### config.mk
export PLATFORM = sky130hd
export DESIGN_NAME = mppt_i2c_register_access
export DESIGN_NICKNAME = d
export VERILOG_FILES = /design/src/verilog/mppt_pkg.sv /design/src/verilog/mppt_reg_bank.sv /design/src/verilog/mppt_i2c_register_access.sv
export SDC_FILE = /design/constraint.sdc
export NUM_CORES = 1
export LEC_CHECK = 0
export ABC_AREA = 1
export BUFFER_PORTS_ARGS = -buffer_cell sky130_fd_sc_hd__buf_2
export CORE_MARGIN = 2
export CORE_UTILIZATION = 61
export DETAILED_ROUTE_END_ITERATION = 7
export MAX_ROUTING_LAYER = met4
export PLACE_DENSITY_LB_ADDON = 0.15
export RECOVER_POWER = 100
export SLEW_MARGIN = 0
export SYNTH_ARGS = -nofsm -noshare
export SYNTH_HDL_FRONTEND = slang
export SYNTH_SLANG_ARGS = --single-unit
### constraint.sdc
create_clock -name core_clk_in -period 4.4 [get_ports core_clk_in]
set_input_delay 0.44 -clock core_clk_in [delete_from_list [all_inputs] [get_ports core_clk_in]]
set_output_delay 0.44 -clock core_clk_in [all_outputs]
set_load 0.02 [all_outputs]
### src/verilog/mppt_pkg.sv
// Package: constants and carrier types for the register access block
package mppt_pkg;

  // ----------------------------------------------------------------
  // Bus framing
  // ----------------------------------------------------------------
  localparam logic [7:0] CMD_BASE = 8'he0;       // Command value of register 0
  localparam logic [4:0] CMD_BASE_HI = 5'h1c;    // Upper five bits shared by all commands
  localparam int DATA_BYTES = 7;                 // Bytes per data register
  localparam logic [3:0] FIRST_DATA_IDX = 4'h2;  // Frame index of first data byte
  localparam logic [3:0] LAST_DATA_IDX = 4'h8;   // Frame index of seventh data byte
  localparam logic [3:0] READ_LAST_IDX = 4'h7;   // Bytes sent when a read is complete
  localparam logic [3:0] ADDR_PAD = 4'h0;        // Upper address bits above the straps

  // ----------------------------------------------------------------
  // Register indices (command minus base)
  // ----------------------------------------------------------------
  localparam logic [2:0] IDX_STATUS0 = 3'h0;     // Read-only
  localparam logic [2:0] IDX_STATUS1 = 3'h1;     // Read-only
  localparam logic [2:0] IDX_UNUSED = 3'h2;      // Not present, refused
  localparam logic [2:0] IDX_CTRL = 3'h3;        // Control and override register
  localparam logic [2:0] IDX_TRIM = 3'h4;        // sense_offset_trim
  localparam logic [2:0] IDX_THRESH = 3'h5;      // start_current_thresholds
  localparam int NUM_RW = 3;                     // Writable registers, indices 3..5

  // ----------------------------------------------------------------
  // Field positions
  // ----------------------------------------------------------------
  localparam int CTRL_OVERRIDE_BIT = 46;
  localparam int CTRL_PWR_SEL_BIT = 42;
  localparam int CTRL_MODE_LSB = 40;
  localparam int CTRL_IOUT_MAX_LSB = 30;
  localparam int CTRL_VOUT_MAX_LSB = 20;
  localparam int CTRL_DUTY_LSB = 5;
  localparam int TRIM_LSB = 0;                   // Trim fields occupy 31:0
  localparam int THR_LSB = 0;                    // Threshold fields occupy 39:0

  // ----------------------------------------------------------------
  // Reset values
  // ----------------------------------------------------------------
  localparam logic [55:0] CTRL_RESET = 56'h0000_00ff_fff6_dfe0;
  localparam logic [55:0] TRIM_RESET = 56'h0000_0000_0000_0000;
  localparam logic [55:0] THRESH_RESET = 56'h0000_000a_0180_a018;

  // ----------------------------------------------------------------
  // Carrier types
  // ----------------------------------------------------------------
  typedef struct packed {
    logic [7:0] vout_offset;
    logic [7:0] iout_offset;
    logic [7:0] vin_offset;
    logic [7:0] iin_offset;
  } mppt_trim_s;

  typedef struct packed {
    logic [9:0] input_current_start_high;
    logic [9:0] input_current_start_low;
    logic [9:0] output_current_start_high;
    logic [9:0] output_current_start_low;
  } mppt_thresh_s;

  typedef struct packed {
    logic power_thr_sel;
    logic [1:0] mode_sel;
    logic [9:0] iout_max;
    logic [9:0] vout_max;
  } mppt_limits_s;

  typedef enum logic [2:0] {
    ST_IDLE,
    ST_RX,
    ST_RX_END,
    ST_ACK,
    ST_TX,
    ST_TX_ACK,
    ST_TX_NEXT
  } mppt_state_e;

endpackage

### src/verilog/mppt_reg_bank.sv
// Register bank: writable data registers and registered read port
`timescale 1ns/1ps
`default_nettype none

module mppt_reg_bank
  import mppt_pkg::*;
(
  input wire logic core_clk_in,
  input wire logic srst_in,
  input wire logic wr_en_in,
  input wire logic [2:0] wr_idx_in,
  input wire logic [55:0] wr_data_in,
  input wire logic [2:0] rd_idx_in,
  input wire logic [55:0] status0_in,
  input wire logic [55:0] status1_in,
  output logic [55:0] rd_data_out,
  output logic [55:0] ctrl_out,
  output logic [55:0] trim_out,
  output logic [55:0] thresh_out
);

  // ----------------------------------------------------------------
  // Storage
  // ----------------------------------------------------------------
  logic [55:0] mem_reg [NUM_RW];   // Entries for indices 3, 4, 5
  logic [55:0] mem_next [NUM_RW];
  logic [55:0] rd_reg;             // Read data, one cycle after index
  logic [55:0] rd_next;
  localparam logic [55:0] RESET_VAL [NUM_RW] = '{CTRL_RESET, TRIM_RESET, THRESH_RESET};

  genvar g;
  generate
    for (g = 0; g < NUM_RW; g++) begin : g_entry
      // Entry update; only a full commit reaches here
      always_comb begin
        mem_next[g] = mem_reg[g];
        if (wr_en_in && wr_idx_in == IDX_CTRL + 3'(g)) begin
          mem_next[g] = wr_data_in;
        end
      end

      always_ff @(posedge core_clk_in) begin
        if (srst_in) begin
          mem_reg[g] <= RESET_VAL[g];
        end else begin
          mem_reg[g] <= mem_next[g];
        end
      end
    end
  endgenerate

  // Read mux; indices 0 and 1 come from outside and never store writes
  always_comb begin
    rd_next = 56'h0;
    case (rd_idx_in)
      IDX_STATUS0: rd_next = status0_in;
      IDX_STATUS1: rd_next = status1_in;
      IDX_CTRL: rd_next = mem_reg[0];
      IDX_TRIM: rd_next = mem_reg[1];
      IDX_THRESH: rd_next = mem_reg[2];
      default: rd_next = 56'h0;
    endcase
  end

  // Read data register
  always_ff @(posedge core_clk_in) begin
    if (srst_in) begin
      rd_reg <= 56'h0;
    end else begin
      rd_reg <= rd_next;
    end
  end

  assign rd_data_out = rd_reg;
  assign ctrl_out = mem_reg[0];
  assign trim_out = mem_reg[1];
  assign thresh_out = mem_reg[2];

endmodule

`default_nettype wire

### src/verilog/mppt_i2c_register_access.sv
// Serial slave register access for a tracking controller
`timescale 1ns/1ps
`default_nettype none

module mppt_i2c_register_access
  import mppt_pkg::*;
(
  input wire logic core_clk_in,
  input wire logic srst_in,
  input wire logic scl_in,
  input wire logic sda_in,
  output logic sda_out,
  output logic sda_oe_out,
  input wire logic addr_strap_msb,
  input wire logic addr_strap_mid,
  input wire logic addr_strap_lsb,
  input wire logic [9:0] input_current_sample_in,
  input wire logic [9:0] output_current_sample_in,
  input wire logic [55:0] status0_in,
  input wire logic [55:0] status1_in,
  input wire mppt_limits_s sensed_limits_in,
  output mppt_limits_s limits_out,
  output logic override_out,
  output logic [8:0] pwm_duty_out,
  output mppt_trim_s trim_out,
  output mppt_thresh_s thresh_out,
  output logic tracking_out
);

  // ----------------------------------------------------------------
  // Declarations
  // ----------------------------------------------------------------
  logic [2:0] scl_sync_reg, scl_sync_next;   // Two sync stages plus history
  logic [2:0] sda_sync_reg, sda_sync_next;
  logic [2:0] strap_meta_reg, strap_meta_next;
  logic [2:0] strap_reg, strap_next;          // Synchronised straps
  logic [6:0] addr_reg, addr_next;            // Own slave address
  mppt_state_e state_reg, state_next;
  logic [2:0] bit_cnt_reg, bit_cnt_next;      // Bit within byte
  logic [3:0] byte_idx_reg, byte_idx_next;    // Frame within transfer
  logic [7:0] shift_reg, shift_next;          // Receive shifter
  logic rw_reg, rw_next;                      // 1 while reading
  logic [7:0] cmd_reg, cmd_next;              // Last accepted command
  logic [55:0] wbuf_reg, wbuf_next;           // Write assembly
  logic [55:0] tx_reg, tx_next;               // Read bytes left to send
  logic oe_reg, oe_next;                      // Pulls the data line low
  logic wr_reg, wr_next;                      // One-cycle commit pulse
  logic track_reg, track_next;
  mppt_limits_s limits_reg, limits_next;
  logic ovr_reg, ovr_next;
  logic [8:0] duty_reg, duty_next;
  mppt_trim_s trim_reg, trim_next;
  mppt_thresh_s thr_reg, thr_next;
  logic scl_s, scl_d, sda_s, sda_d;
  logic scl_rise, scl_fall, start_cond, stop_cond;
  logic [55:0] rd_data, ctrl_val, trim_val, thresh_val;
  logic cmd_ok;
  logic ack;

  // ----------------------------------------------------------------
  // Register bank
  // ----------------------------------------------------------------
  mppt_reg_bank u_bank (
    .core_clk_in(core_clk_in),
    .srst_in(srst_in),
    .wr_en_in(wr_reg),
    .wr_idx_in(cmd_reg[2:0]),
    .wr_data_in(wbuf_reg),
    .rd_idx_in(cmd_reg[2:0]),
    .status0_in(status0_in),
    .status1_in(status1_in),
    .rd_data_out(rd_data),
    .ctrl_out(ctrl_val),
    .trim_out(trim_val),
    .thresh_out(thresh_val)
  );

  // ----------------------------------------------------------------
  // Line conditions, read only from second stage onward
  // ----------------------------------------------------------------
  assign scl_s = scl_sync_reg[1];
  assign scl_d = scl_sync_reg[2];
  assign sda_s = sda_sync_reg[1];
  assign sda_d = sda_sync_reg[2];
  assign scl_rise = scl_s & ~scl_d;
  assign scl_fall = ~scl_s & scl_d;
  assign start_cond = scl_s & scl_d & sda_d & ~sda_s;
  assign stop_cond = scl_s & scl_d & ~sda_d & sda_s;
  assign cmd_ok = (shift_reg[7:3] == CMD_BASE_HI) && (shift_reg[2:0] <= IDX_THRESH) &&
                  (shift_reg[2:0] != IDX_UNUSED);

  // ----------------------------------------------------------------
  // Next-state logic
  // ----------------------------------------------------------------
  always_comb begin
    scl_sync_next = {scl_sync_reg[1:0], scl_in};
    sda_sync_next = {sda_sync_reg[1:0], sda_in};
    strap_meta_next = {addr_strap_msb, addr_strap_mid, addr_strap_lsb};
    strap_next = strap_meta_reg;
    // strap address, first strap on top
    addr_next = {ADDR_PAD, strap_reg};
    state_next = state_reg;
    bit_cnt_next = bit_cnt_reg;
    byte_idx_next = byte_idx_reg;
    shift_next = shift_reg;
    rw_next = rw_reg;
    cmd_next = cmd_reg;
    wbuf_next = wbuf_reg;
    tx_next = tx_reg;
    oe_next = oe_reg;
    wr_next = 1'b0;
    ack = 1'b0;
    // Start or stop abort any frame, even mid-byte
    if (start_cond) begin
      state_next = ST_RX;
      bit_cnt_next = 3'h0;
      byte_idx_next = 4'h0;
      oe_next = 1'b0;
    end else if (stop_cond) begin
      state_next = ST_IDLE;
      oe_next = 1'b0;
    end else begin
      case (state_reg)
        ST_IDLE: begin
          oe_next = 1'b0;
        end
        // Shift in one bit per rising clock
        ST_RX: begin
          if (scl_rise) begin
            shift_next = {shift_reg[6:0], sda_s};
            bit_cnt_next = bit_cnt_reg + 3'h1;
            if (bit_cnt_reg == 3'h7) begin
              state_next = ST_RX_END;
            end
          end
        end
        // Decide acknowledge once the eighth bit is in
        ST_RX_END: begin
          if (scl_fall) begin
            if (byte_idx_reg == 4'h0) begin
              ack = (shift_reg[7:1] == addr_reg);
              rw_next = shift_reg[0];
            end else if (byte_idx_reg == 4'h1) begin
              ack = cmd_ok;
              if (cmd_ok) begin
                cmd_next = shift_reg;
              end
            end else begin
              ack = (byte_idx_reg <= LAST_DATA_IDX);
              if (ack) begin
                wbuf_next = {shift_reg, wbuf_reg[55:8]};
              end
            end
            oe_next = ack;
            state_next = ack ? ST_ACK : ST_IDLE;
          end
        end
        // Release after the acknowledge clock
        ST_ACK: begin
          if (scl_fall) begin
            byte_idx_next = byte_idx_reg + 4'h1;
            bit_cnt_next = 3'h0;
            oe_next = 1'b0;
            if (!rw_reg && byte_idx_reg == LAST_DATA_IDX) begin
              wr_next = 1'b1;
            end
            if (rw_reg && byte_idx_reg == 4'h0) begin
              tx_next = rd_data;
              oe_next = ~rd_data[7];
              state_next = ST_TX;
            end else begin
              state_next = ST_RX;
            end
          end
        end
        // Drive bits most significant first within a byte
        ST_TX: begin
          if (scl_fall) begin
            if (bit_cnt_reg == 3'h7) begin
              oe_next = 1'b0;
              state_next = ST_TX_ACK;
            end else begin
              bit_cnt_next = bit_cnt_reg + 3'h1;
              oe_next = ~tx_reg[3'h6 - bit_cnt_reg];
            end
          end
        end
        // Master acknowledge; a refusal or the seventh byte ends the read
        ST_TX_ACK: begin
          if (scl_rise) begin
            if (!sda_s && byte_idx_reg < READ_LAST_IDX) begin
              byte_idx_next = byte_idx_reg + 4'h1;
              state_next = ST_TX_NEXT;
            end else begin
              state_next = ST_IDLE;
            end
          end
        end
        // Next byte placed after the acknowledge clock
        ST_TX_NEXT: begin
          if (scl_fall) begin
            tx_next = {8'h0, tx_reg[55:8]};
            oe_next = ~tx_reg[15];
            bit_cnt_next = 3'h0;
            state_next = ST_TX;
          end
        end
        default: begin
          state_next = ST_IDLE;
          oe_next = 1'b0;
        end
      endcase
    end
  end

  // ----------------------------------------------------------------
  // Control outputs derived from the bank
  // ----------------------------------------------------------------
  always_comb begin
    trim_next = mppt_trim_s'(trim_val[TRIM_LSB +: 32]);
    thr_next = mppt_thresh_s'(thresh_val[THR_LSB +: 40]);
    duty_next = ctrl_val[CTRL_DUTY_LSB +: 9];
    ovr_next = ctrl_val[CTRL_OVERRIDE_BIT];
    if (ctrl_val[CTRL_OVERRIDE_BIT]) begin
      limits_next.power_thr_sel = ctrl_val[CTRL_PWR_SEL_BIT];
      limits_next.mode_sel = ctrl_val[CTRL_MODE_LSB +: 2];
      limits_next.iout_max = ctrl_val[CTRL_IOUT_MAX_LSB +: 10];
      limits_next.vout_max = ctrl_val[CTRL_VOUT_MAX_LSB +: 10];
    end else begin
      limits_next = sensed_limits_in;
    end
    // enter at or above both highs, leave below either low
    track_next = track_reg;
    if (!track_reg) begin
      if (input_current_sample_in >= thr_reg.input_current_start_high &&
          output_current_sample_in >= thr_reg.output_current_start_high) begin
        track_next = 1'b1;
      end
    end else if (input_current_sample_in < thr_reg.input_current_start_low ||
                 output_current_sample_in < thr_reg.output_current_start_low) begin
      track_next = 1'b0;
    end
  end

  // ----------------------------------------------------------------
  // State registers
  // ----------------------------------------------------------------
  always_ff @(posedge core_clk_in) begin
    if (srst_in) begin
      scl_sync_reg <= 3'h7;
      sda_sync_reg <= 3'h7;
      strap_meta_reg <= 3'h0;
      strap_reg <= 3'h0;
      addr_reg <= 7'h0;
      state_reg <= ST_IDLE;
      bit_cnt_reg <= 3'h0;
      byte_idx_reg <= 4'h0;
      shift_reg <= 8'h0;
      rw_reg <= 1'b0;
      cmd_reg <= CMD_BASE;
      wbuf_reg <= 56'h0;
      tx_reg <= 56'h0;
      oe_reg <= 1'b0;
      wr_reg <= 1'b0;
      track_reg <= 1'b0;
      limits_reg <= '0;
      ovr_reg <= 1'b0;
      duty_reg <= 9'h0;
      trim_reg <= '0;
      thr_reg <= mppt_thresh_s'(THRESH_RESET[THR_LSB +: 40]);  // Zero would fake an entry
    end else begin
      scl_sync_reg <= scl_sync_next;
      sda_sync_reg <= sda_sync_next;
      strap_meta_reg <= strap_meta_next;
      strap_reg <= strap_next;
      addr_reg <= addr_next;
      state_reg <= state_next;
      bit_cnt_reg <= bit_cnt_next;
      byte_idx_reg <= byte_idx_next;
      shift_reg <= shift_next;
      rw_reg <= rw_next;
      cmd_reg <= cmd_next;
      wbuf_reg <= wbuf_next;
      tx_reg <= tx_next;
      oe_reg <= oe_next;
      wr_reg <= wr_next;
      track_reg <= track_next;
      limits_reg <= limits_next;
      ovr_reg <= ovr_next;
      duty_reg <= duty_next;
      trim_reg <= trim_next;
      thr_reg <= thr_next;
    end
  end

  // Open-drain: data only ever pulled low
  assign sda_out = 1'b0;
  assign sda_oe_out = oe_reg;
  assign limits_out = limits_reg;
  assign override_out = ovr_reg;
  assign pwm_duty_out = duty_reg;
  assign trim_out = trim_reg;
  assign thresh_out = thr_reg;
  assign tracking_out = track_reg;

endmodule

`default_nettype wire

=== Word-level counts from Yosys, hierarchy flattened ===
Memories as Yosys holds them, arrays and structs flattened.
Cells that the tools add are included.

* Output and inout bits: 108
* Memories kept: 1
* Logic and storage cells: 197
* Bits in registers: 317
* RAM bits: 168

{| class="wikitable"
|+ Memories
! memory !! words !! bits a word !! read ports !! clocked after Yosys merged registers in !! wr ports !! line !! RTL
|-
| u_bank.mem_reg || 3 || 56 || 3 || 0 || 3 || mppt_reg_bank.sv:25 || <nowiki>logic [55:0] mem_reg [NUM_RW];</nowiki>
|}

* Add/subtract/negate cells: 3
* Multiplexer cells: 57
* $lt $le $gt $ge: 8
* Bitwise logic cells: 25
* Reduce and logical (&&, ||, !) cells: 33
* Equality and inequality tests: 37

{| class="wikitable"
|+ Operator list
! kind !! count
|-
| 56-bit two-way mux || 9
|-
| 56-bit one-hot mux with 5 select lines || 1
|-
| 56-bit one-hot mux with 2 select lines || 1
|-
| 3-bit two-way mux || 14
|-
| 4-bit inequality test, second input constant || 8
|-
| 23-bit two-way mux || 1
|-
| 1-bit two-way mux || 22
|-
| 2-bit inequality test, second input constant || 11
|-
| 3-bit one-hot mux with 7 select lines || 1
|-
| 10-bit greater-or-equal comparator || 2
|-
| 10-bit < comparator || 2
|-
| 3-bit equality test, second input constant || 6
|-
| 9-bit AND reduction || 2
|-
| 1-bit inverter || 15
|-
| 5-bit AND reduction || 3
|-
| 7-bit AND reduction || 2
|-
| 4-bit two-way mux || 3
|-
| 6-bit AND reduction || 2
|-
| 3-bit by 2-bit equality test with 1-bit output, second input constant || 3
|-
| 1-bit logical AND || 9
|-
| 3-bit one-hot mux with 3 select lines || 1
|-
| 4-bit one-hot mux with 2 select lines || 1
|-
| 1-bit bitwise AND || 7
|-
| 7-bit equality test || 1
|-
| other kinds (28) || 36
|}

=== Longest topological paths before layout ===
* Word-level depth: 14
* Depth in mapped cells: 12
* Depth with buffers taken out: 12

=== Modules after synthesis ===
From an unflattened synthesis, not the netlist that was laid out.

* Cell total of the unflattened synthesis: 2759
* Area total of the unflattened synthesis: 20269.4 µm²

{| class="wikitable"
|+ Modules (own cells, without submodules)
! module !! cells each !! area an instance (µm²) !! times used
|-
| mppt_i2c_register_access || 1384 || 10508.8 || 1
|-
| mppt_reg_bank || 1375 || 9760.6 || 1
|}

=== Worst setup path before layout ===
No wires, ideal clock.

* Path kind: flip-flop to flip-flop
* Start point: register byte_idx_reg[0]
* End point: register tx_reg[25]
* Library setup time: 128 ps
* Path slack: 2832 ps
* Arrival: 1440 ps
* Cell stages (with the launch flop): 9
* Required time: 4272 ps
* Path through: dfxtp_1 > inv_1 > ha_1 > nand3_1 > nand2_1 > nand4_2 > buf_4 > clkbuf_1 > a21oi_1

* Word-level cells in the longest chain between the ends: 4

{| class="wikitable"
|+ RTL lines
! item !! line !! RTL
|-
| start, declared || mppt_i2c_register_access.sv:40 || <nowiki>logic [3:0] byte_idx_reg, byte_idx_next;</nowiki>
|-
| start signal, assigned || mppt_i2c_register_access.sv:279 || <nowiki>byte_idx_reg <= byte_idx_next;</nowiki>
|-
| 4-bit zero test || mppt_i2c_register_access.sv:167 || <nowiki>if (rw_reg && byte_idx_reg == 4'h0) begin</nowiki>
|-
| 1-bit logical AND || mppt_i2c_register_access.sv:167 ||
|-
| 2-bit inequality test (no line) || n/a ||
|-
| 6-bit AND reduction (no line) || n/a ||
|-
| end signal, assigned || mppt_i2c_register_access.sv:284 || <nowiki>tx_reg <= tx_next;</nowiki>
|-
| end, declared || mppt_i2c_register_access.sv:45 || <nowiki>logic [55:0] tx_reg, tx_next;</nowiki>
|}

Every way passes these cells.
A chain may end at the register's enable or synchronous reset.

==> flow_metrics.py <==
metrics = {
    "floorplanning": {
        "die_h_um": 179.9,
        "dieArea_um2": 32370,
        "rows": 64,
        "core_um2": 30510,
        "die_w_um": 179.9,
        "start_util_pct": 61.87,
        "io_pins": 270,
    },
    "layout": {
        "largest_register_ffs": 168,
        "drive_above_1_share_pct": 9.981,
        "layout.nets": 2819,
        "area_growth_pct": 14.50,
        "final_cell_mix": "dfxtp_1, o21ai_0, inv_1",
        "layout.cells.most_common": "dfxtp_1",
        "fillers": 2530,
    },
    "power": {
        "p_leak_nw": 8.864,
        "powerDensity_nw_per_um2": 405.1,
        "peakVddDrop_v": 0.0002825,
        "power_mw": 8.754,
    },
    "detailed_routing": {
        "route.detailed.drc": 0,
        "ant_nets": 0,
        "routed_via_density": 5.703,
        "wl_per_cell_um": 17.59,
        "dr.pass1.iters": 6,
        "drt-total-wl_mm": 53.52,
        "drt_iter0_drc": 1631,
        "vias": 17348,
    },
    "cts": {
        "cts.repair.resized": 0,
        "numCtsBuffers": 48,
        "cts_setup_buffers": 0,
        "clk_pin_slew_ns": 0.06,
        "cts-root-buf": "clkbuf_16",
        "clockBufferDepth": 3,
        "htree_levels": 2,
        "clock-sinks": 481,
        "clk_latency_ns": 0.56,
        "cts_tree": "built",
        "hold_buffers": 0,
    },
    "synthesis": {
        "synth.distinct_cells": 34,
        "synthCells": 2431,
        "synthArstFlopShare_pct": 0,
        "synth_nets": 2637,
        "avgSynthCellArea_um2": 7.765,
        "synthesis.area_um2": 18880,
        "ys.flop_type": "dfxtp_1",
        "seq_area_frac_synth_pct": 51.01,
        "yosys.area.top_type": "dfxtp_1",
        "ys_warn_count": 0,
        "synthTopCellsByArea": "dfxtp_1, o21ai_0, inv_1",
        "synth_top_area_share_pct": 51.01,
        "synth_edf_count": 0,
        "yosys_register_bits": 481,
    },
    "min_path": {
        "holdPathEnd": "sda_sync_reg[0]$_SDFF_PP1_",
        "whs_path_depth": 2,
        "worstHoldStart": "sda_in",
        "min_path_type": "in2reg",
    },
    "setup_path": {
        "regToRegSetupSlack_ns": 1.01,
        "cpPeakStageDelay_ns": 1.17,
        "critPathKind": "reg2reg",
        "start_kind": "flip-flop",
        "crit_path_top_delay_cell": "nor2_1",
        "reg2reg_depth": 6,
        "reg2reg_from": "cmd_reg[0]$_SDFFE_PP0P_",
        "path_cells": "nand3_1 > nor2_1 > inv_2 > clkbuf_1 > o21ai_0 > a21oi_1",
        "worst-path-max-fanout": 42,
        "worst_setup_path_end_kind": "flip-flop",
        "rr_endpoint": "u_bank.mem_reg[2][51]$_SDFFE_PP0P_",
        "required_ns": 4.77,
        "crit_arrival_ns": 3.75,
    },
    "timing": {
        "rsz0062_at_grt": "no",
        "fin_tns_setup_ns": 0,
        "fin_skew_ns": 0.01519,
        "max_freq_ghz": 0.2953,
        "slew_headroom_pct": -83.67,
        "hold_slack_ns": 0.07652,
        "setup_violations": 0,
        "hold_viol_final": 0,
        "period_share_pct": 76.96,
        "worst_pin_slew_ns": 2.755,
        "period_needed_ns": 3.386,
        "slew_violations": 303,
        "worst_slack_ns": 1.014,
    },
    "global_routing": {
        "antenna_found_initial": 1,
        "grt_first_pass_wirelength_mm": 84.16,
        "grt_util_all_layers_pct": 32.78,
        "grt_pass1_vias": 16042,
        "grt_overflow": 0,
        "grt_max_degree": 173,
    },
    "placement": {
        "gp_congestion": 0.9442,
        "port-buffer-count": 268,
        "hpwl_mm": 35.60,
        "dp_slack_ns": 1.744,
    },
    "flow_run": {
        "maxCapViolations": 7,
    },
    "outcome": {
        "status": "finished, violations left",
        "failed_checks": "capacitance limit, slew limit",
    },
}
-- cells by family after synthesis --
family / count (synthesis) / synth area share [%]
compound gates: 762 / 22.09
simple gates: 642 / 13.72
buf+inv: 501 / 10.23
flops: 481 / 51.01
fa+ha+maj: 44 / 2.917
other cells: 1 / 0.01987
-- metal layers --
| metal | GRT usage, % | vias to the layer above | wire length (um) |
|---|---|---|---|
| li1 | - | 8371 | - |
| met5 | - | - | 0 |
| met4 | 12.98 | 0 | 2034 |
| met2 | 52.26 | 792 | 24970 |
| met3 | 4.295 | 147 | 4302 |
| met1 | 42.48 | 8038 | 22210 |
-- worst max-delay path by stage --
stage,startpoint,depth (start not counted),to
finish,cmd_reg[0]$_SDFFE_PP0P_,6,u_bank.mem_reg[2][51]$_SDFFE_PP0P_
global placement,cmd_reg[2]$_SDFFE_PP0P_,9,u_bank.mem_reg[0][43]$_SDFFE_PP0P_
global route,byte_idx_reg[0]$_SDFFE_PP0P_,10,wbuf_reg[48]$_SDFFE_PP0P_
CTS,cmd_reg[2]$_SDFFE_PP0P_,9,u_bank.mem_reg[0][42]$_SDFFE_PP0P_
floorplan,byte_idx_reg[0]$_SDFFE_PP0P_,8,tx_reg[25]$_SDFFE_PP0P_
detailed placement,byte_idx_reg[0]$_SDFFE_PP0P_,10,wbuf_reg[49]$_SDFFE_PP0P_
-- Yosys cell counts (31+ instances only) --
cell type and number:
dfxtp_1 481, o21ai_0 343, inv_1 332, nor2_1 329, a21oi_1 237, nand2_1 201
clkbuf_1 115, nand3_1 89, o22ai_1 88, ha_1 44, a211oi_1 34, a311oi_1 31
-- through the flow --
step | cells | area [um2] | util, %
final | 3042 | 21610 | 70.84
after global routing | 3042 | 21610 | 70.84
after CTS | 3041 | 21810 | 71.49
after detailed placement | 2959 | 20300 | 66.52
after global placement | 2959 | 20300 | 66.52
after floorplan | 2431 | 18880 | -
-- power by group --
part / internal, mW / switching [mW] / total (mW)
clock: 2.27 / 1.65 / 3.92
combinational: 0.155 / 0.248 / 0.403
sequential: 4.41 / 0.0250 / 4.43
total: 6.83 / 1.93 / 8.75
-- area by class of cell --
cell class | instances | area (um2) | area share (%)
Multi-Input combinational cell | 1449 | 7321 | 33.87
Antenna cell | 1 | 2.502 | 0.01158
Clock buffer | 67 | 1395 | 6.455
Inverter | 341 | 1285 | 5.946
Tap cell | 396 | 495.5 | 2.293
Timing Repair Buffer | 292 | 1363 | 6.305
Sequential cell | 481 | 9629 | 44.56
Clock inverter | 15 | 121.4 | 0.5616
-- critical path: cells and delay by family (launching register included) --
| family | cells | cell delay, ns |
|---|---|---|
| flops | 1 | 0.46 |
| compound gates | 2 | 0.59 |
| buf+inv | 2 | 0.81 |
| simple gates | 2 | 1.32 |
No activity file was read; power rests on OpenSTA's default activity.
